--- config.mk ---
export PLATFORM = sky130hd
export DESIGN_NAME = scc_top
export DESIGN_NICKNAME = d
export VERILOG_FILES = /design/src/design/scc_pkg.sv /design/src/design/scc_if.sv /design/src/design/scc_filter.sv /design/src/design/scc_top.sv
export VERILOG_INCLUDE_DIRS = /design/src /design/src/design
export SDC_FILE = /design/constraint.sdc
export NUM_CORES = 1
export LEC_CHECK = 0
export BUFFER_PORTS_ARGS = -buffer_cell sky130_fd_sc_hd__buf_2
export CORE_ASPECT_RATIO = 1.1
export CORE_UTILIZATION = 40
export DETAILED_ROUTE_END_ITERATION = 8
export SLEW_MARGIN = 10
export SYNTH_ARGS = -nofsm -noshare
export SYNTH_HDL_FRONTEND = slang
export SYNTH_SLANG_ARGS = --single-unit
--- constraint.sdc ---
create_clock -name clk -period 2.5 [get_ports clk]
set_input_delay 0.25 -clock clk [delete_from_list [all_inputs] [get_ports clk]]
set_output_delay 0.25 -clock clk [all_outputs]
set_load 0.005 [all_outputs]
--- src/design/scc_regs.svh ---
// Purpose: Timing constants for the supply cut controller
// Assumes: 10 MHz system clock
// Notes:   Counts are derived from the printed times
`ifndef SCC_REGS_SVH
`define SCC_REGS_SVH

`define SCC_CLK_MHZ        10
`define SCC_DEB_NS         1000
`define SCC_DEB_CYC        ((`SCC_DEB_NS * `SCC_CLK_MHZ + 999) / 1000)
`define SCC_NEG_HOLD_S     30
`define SCC_NEG_HOLD_CYC   (`SCC_NEG_HOLD_S * `SCC_CLK_MHZ * 1000000)
`define SCC_HOLD_W         29
`define SCC_DEB_W          8
`define SCC_RST_SUPPORTED  1'b1

`endif

--- src/design/scc_pkg.sv ---
// Purpose: State types for the supply cut controller
// Assumes: Widths come from scc_regs.svh
// Notes:   One packed struct per module
`include "scc_regs.svh"

package scc_pkg;

    typedef logic [`SCC_HOLD_W-1:0] scc_hold_t;
    typedef logic [`SCC_DEB_W-1:0]  scc_deb_t;

    typedef struct packed {
        logic     s1;
        logic     s2;
        logic     lvl;
        scc_deb_t cnt;
    } scc_filt_st_t;

    typedef struct packed {
        logic      lvl_q;
        logic      cut;
        logic      power_en;
        logic      por;
        logic      sup_vpd;
        logic      sup_frame;
        logic      met;
        scc_hold_t cnt;
    } scc_top_st_t;

endpackage : scc_pkg

--- src/design/scc_if.sv ---
// Purpose: Carries the qualified supply cut level
// Assumes: Single clock domain
// Notes:   Driven by the filter, read by the controller
`timescale 1ns/100ps

interface scc_if;
    logic lvl;
    modport filt (output lvl);
    modport ctrl (input  lvl);
endinterface : scc_if

--- src/design/scc_filter.sv ---
// Purpose: Synchroniser and debounce for the supply cut input
// Assumes: DEB_CYC fits in the debounce counter
// Notes:   Level passes only after DEB_CYC steady cycles
`timescale 1ns/100ps

module scc_filter
    import scc_pkg::*;
#(
    parameter int unsigned DEB_CYC = `SCC_DEB_CYC
) (
    input  wire logic clk,
    input  wire logic rst_n,
    input  wire logic raw,
    scc_if.filt       f
);

    scc_filt_st_t s;
    scc_filt_st_t next_s;

    localparam scc_deb_t DEB_LAST = scc_deb_t'(DEB_CYC - 1);

    always_comb begin
        next_s    = s;
        next_s.s1 = raw;
        next_s.s2 = s.s1;
        if (s.s2 == s.lvl) begin
            next_s.cnt = '0;
        end else if (s.cnt == DEB_LAST) begin
            next_s.lvl = s.s2;
            next_s.cnt = '0;
        end else begin
            next_s.cnt = s.cnt + 8'h01;
        end
    end

    // Negated at reset so power comes up before the input is known
    always_ff @(posedge clk or negedge rst_n) begin
        if (!rst_n) begin
            s <= '0;
        end else begin
            s <= next_s;
        end
    end

    assign f.lvl = s.lvl;
endmodule : scc_filter

--- src/design/scc_top.sv ---
// Purpose: Gates target power from the supply cut input
// Assumes: Reset is the power-on reset of the target
// Notes:   Hold time is measured on the debounced level
`timescale 1ns/100ps

// Notes on behaviour
// - Power stays on while input negated
// - Qualified assertion removes power
// - Release after qualified cut starts power-on
// - Level changes need one microsecond steady
// - Support flagged for VPD and identify frame
// - Unconnected contact keeps power on
// - Cut and restore latency is DEB_CYC + 3 cycles from supply_cut
module scc_top
    import scc_pkg::*;
#(
    parameter int unsigned DEB_CYC      = `SCC_DEB_CYC,
    parameter int unsigned NEG_HOLD_CYC = `SCC_NEG_HOLD_CYC
) (
    input  wire logic clk,
    input  wire logic rst_n,
    input  wire logic supply_cut,
    input  wire logic cut_wired,
    output logic      power_en,
    output logic      power_on_start,
    output logic      hold_met,
    output logic      sup_vpd,
    output logic      sup_frame
);

    scc_top_st_t s;
    scc_top_st_t next_s;
    logic        eff;
    logic        rise;
    logic        fall;

    localparam scc_hold_t HOLD = scc_hold_t'(NEG_HOLD_CYC);

    scc_if u_lvl ();

    scc_filter #(
        .DEB_CYC (DEB_CYC)
    ) u_filter (
        .clk   (clk),
        .rst_n (rst_n),
        .raw   (supply_cut),
        .f     (u_lvl.filt)
    );

    // An open contact reads as negated
    assign eff  = cut_wired & u_lvl.lvl;
    assign rise = eff & ~s.lvl_q;
    assign fall = ~eff & s.lvl_q;

    always_comb begin
        next_s       = s;
        next_s.lvl_q = eff;
        next_s.por   = 1'b0;
        if (rise) begin
            // Unqualified assertions are ignored, power stays on
            next_s.cut = (s.cnt == HOLD);
            next_s.cnt = '0;
        end else if (fall) begin
            if (s.cut) begin
                next_s.cut = 1'b0;
                next_s.por = 1'b1;
            end
        end else if (!eff && s.cnt != HOLD) begin
            // Counting from reset covers the hold after power-up
            next_s.cnt = s.cnt + 29'h0000001;
        end
        next_s.power_en = ~next_s.cut;
        next_s.met      = (next_s.cnt == HOLD);
    end

    always_ff @(posedge clk or negedge rst_n) begin
        if (!rst_n) begin
            s           <= '0;
            s.power_en  <= 1'b1;
            s.sup_vpd   <= `SCC_RST_SUPPORTED;
            s.sup_frame <= `SCC_RST_SUPPORTED;
        end else begin
            s <= next_s;
        end
    end

    assign power_en       = s.power_en;
    assign power_on_start = s.por;
    assign hold_met       = s.met;
    assign sup_vpd        = s.sup_vpd;
    assign sup_frame      = s.sup_frame;
endmodule : scc_top

==> results_dict.tcl <==
set metrics [dict create \
    fin_skew_ns 0.0137 \
    ys_seq_area_share_pct 45.0 \
    cap_violations 0 \
    routabilityCongestion 0.862 \
    synth_cell_types 49 \
    viasPerCell 5.41 \
    clock_latency_ns 0.30 \
    finalSetupViolCount 0 \
    vias 2171 \
    status "finished, final reports clean" \
    drive_gt1_share_pct 23.8 \
    synth_area_leaders "dfrtp_1 44%, nor2_1 6.1%, xor2_1 5.9%, nand3_1 4.2%, xnor2_1 3.5%" \
    yosysTopAreaCell "dfrtp_1" \
    layout.nets 331 \
    end_kind "register" \
    finalCoreUtilization_pct 53.1 \
    portBuffers 6 \
    synth_seq_cells 45 \
    cts_tree "built" \
    placed_area_um2 2920 \
    syn_inst 271 \
    cp.required_ns 2.74 \
    fillers 545 \
    route.detailed.drc 0 \
    fmax_mhz 403 \
    drv_slew 0 \
    rsz0062_at_grt "true" \
    hold_path.class "primary input to register" \
    cts-root-buf "clkbuf_8" \
    finalSetupTns_ns 0 \
    cts.htree.levels 2 \
    grt_pass1_wl_um 10500 \
    synth_top_area_share_pct 44.0 \
    synth_warnings 0 \
    routedWlPerCell_um 15.4 \
    core_um2 5910 \
    first_global_vias 2111 \
    final_cell_mix "44 x buf_4, 42 x dfrtp_1, 40 x nor2_1, 21 x nand3_1, 19 x nand2_1" \
    synth.avg_cell_area_um2 9.24 \
    die_x_um 77.4 \
    gr-total-overflow 0 \
    grt_antenna_before_repair 0 \
    dp_hpwl_um 4580 \
    max-clock-path-buffers 2 \
    synth_flop_cell "dfrtp_1" \
    critPathArrivalTime_ns 2.72 \
    clkTransAtPathRegs_ns 0.09 \
    fin_crit_ns 2.48 \
    critical_path.cell_chain "buf_4 -> inv_1 -> ha_1 -> nand4_1 -> nor4_4 -> buf_6 -> nor2_4 -> mux2_4 -> or4b_1 -> and4bb_1" \
    cp_slowest_cell "or4b_1" \
    synth_edf_count 0 \
    start_util_pct 42.3 \
    drt-total-wl_um 6170 \
    dieHeight_um 85.0 \
    numClockSinks 45 \
    grt_max_degree 27 \
    ant_nets 0 \
    finalPower_mw 2.24 \
    period_share_pct 99.4 \
    syn_area_um2 2500 \
    hold_viol 0 \
    rows 29 \
    diodes 0 \
    numCtsBuffers 5 \
    fin_hold_ws_ns 0.0611 \
    crit_type "register to register" \
    io_pins 9 \
    groute.usage.overall_pct 20.4 \
    final_common_cell "buf_4" \
    async_reset_ff_share_pct 100 \
    powerDensity_nw_per_um2 712 \
    crit_fanout 5 \
    startpoint_type "register" \
    p_leak_nw 1.45 \
    dieArea_um2 6580 \
    area_growth_pct 25.5 \
    drtIter0Drc 178 \
    drt_pass1_iterations 4 \
    ir_worst_vdd_mv 0.275 \
    stdcell_area_um2 3140 \
    cpPeakStageDelay_ns 0.49 \
]
==> path summary, 6_finish.rpt <==
| check | startpoint | slack [ns] | to | depth (start not counted) |
|---|---|---|---|---|
| max | s[1] | 0.02 | hold_met | 10 |
| min | supply_cut | 0.06 | u_filter.next_s[9] | 1 |
| max reg2reg | s[1] | 0.02 | hold_met | 10 |
| min reg2reg | u_filter.next_s[9] | 0.36 | u_filter.s[9] | 0 |
| max in group asynchronous | rst_n | 1.30 | power_en | 3 |
| min in group asynchronous | rst_n | 0.43 | u_filter.s[4] | 2 |
==> sequential cells by signal, summed over array words and instances (netlist names) <==
signal	cells
s	31
u_filter.f.lvl	1
u_filter.next_s	1
hold_met	1
power_on_start	1
u_filter.s	9
power_en	1
==> power breakdown <==
part	internal (mW)	leakage (nW)	switching [mW]
clock	0.397	0.0681	0.261
combinational	0.331	0.793	0.323
sequential	0.823	0.592	0.101
total	1.55	1.45	0.685
==> critical path, delay by kind of cell, from the launching register on <==
kind          cells  cell delay (ns)
mux               1             0.28
fa+ha+maj         1             0.18
simple gates      5             1.19
flops             1             0.39
buf+inv           3             0.38
==> per-layer routing <==
layer	vias to the layer above	track usage (%)	routed length [um]
li1	1061	-	-
met1	1059	27.9	2900
met2	43	33.4	2910
met3	8	3.23	262
met4	0	5.83	93
met5	-	0	0
==> cell type report <==
class	count	area, um^2	area share [%]
clock inverters	3	65.1	2.07
repair buffers	54	413	13.1
clock buffers	5	68.8	2.19
well taps	77	96.3	3.07
multi-input cells	207	1330	42.4
flip-flops and latches	45	1130	35.9
inverters	10	37.5	1.19
==> logic make-up (layout without fill, tap and decap cells) <==
| logic type | count (synthesis) | in the layout | share of synthesized area (%) |
|---|---|---|---|
| multiplexers | 7 | 7 | 2.95 |
| adder cells (fa/ha/maj) | 4 | 4 | 2.00 |
| AND/OR/NAND/NOR | 133 | 133 | 28.4 |
| XOR/XNOR | 27 | 27 | 9.45 |
| other | 1 | 2 | 0.150 |
| AO/OA/AOI/OAI | 34 | 34 | 8.45 |
| buffers and inverters | 20 | 72 | 3.60 |
| flip-flops | 45 | 45 | 45.0 |
==> what timing repair did <==
action                                 4_1_cts  5_1_grt
pin swaps                                    4        9
gates resized for setup                      1       11
setup endpoints to repair                    1        1
setup buffers                                1        3
hold buffers                                 1        0
endpoints found under the hold margin       19        0
==> synth_stat cells, types with 2 or more instances <==
cell type  count
a21o_1         2
a21oi_1        9
a31oi_1        2
and2_1         2
and3_1         6
and4_1         3
buf_4          2
clkbuf_1       7
dfrtp_1       44
ha_1           4
inv_1          9
mux2_2         2
mux2i_1        4
nand2_1       19
nand2b_1       4
nand3_1       21
nand4_1       12
nor2_1        41
nor2b_1        2
nor3_1         3
nor4_1         6
nor4b_1        2
o21ai_0       11
o22ai_1        2
or4_1          3
xnor2_1       10
xor2_1        17
==> stage by stage <==
step / cells / setup WS [ns]
2_1_floorplan: 272 / 0.0214
3_3_place_gp: 388 / 0.0167
3_5_place_dp: 388 / -0.0419
4_1_cts: 398 / -0.0188
5_1_grt: 401 / -0.118
6_report: 401 / 0.0156
Note: power is estimated with default switching activity, not from simulation.
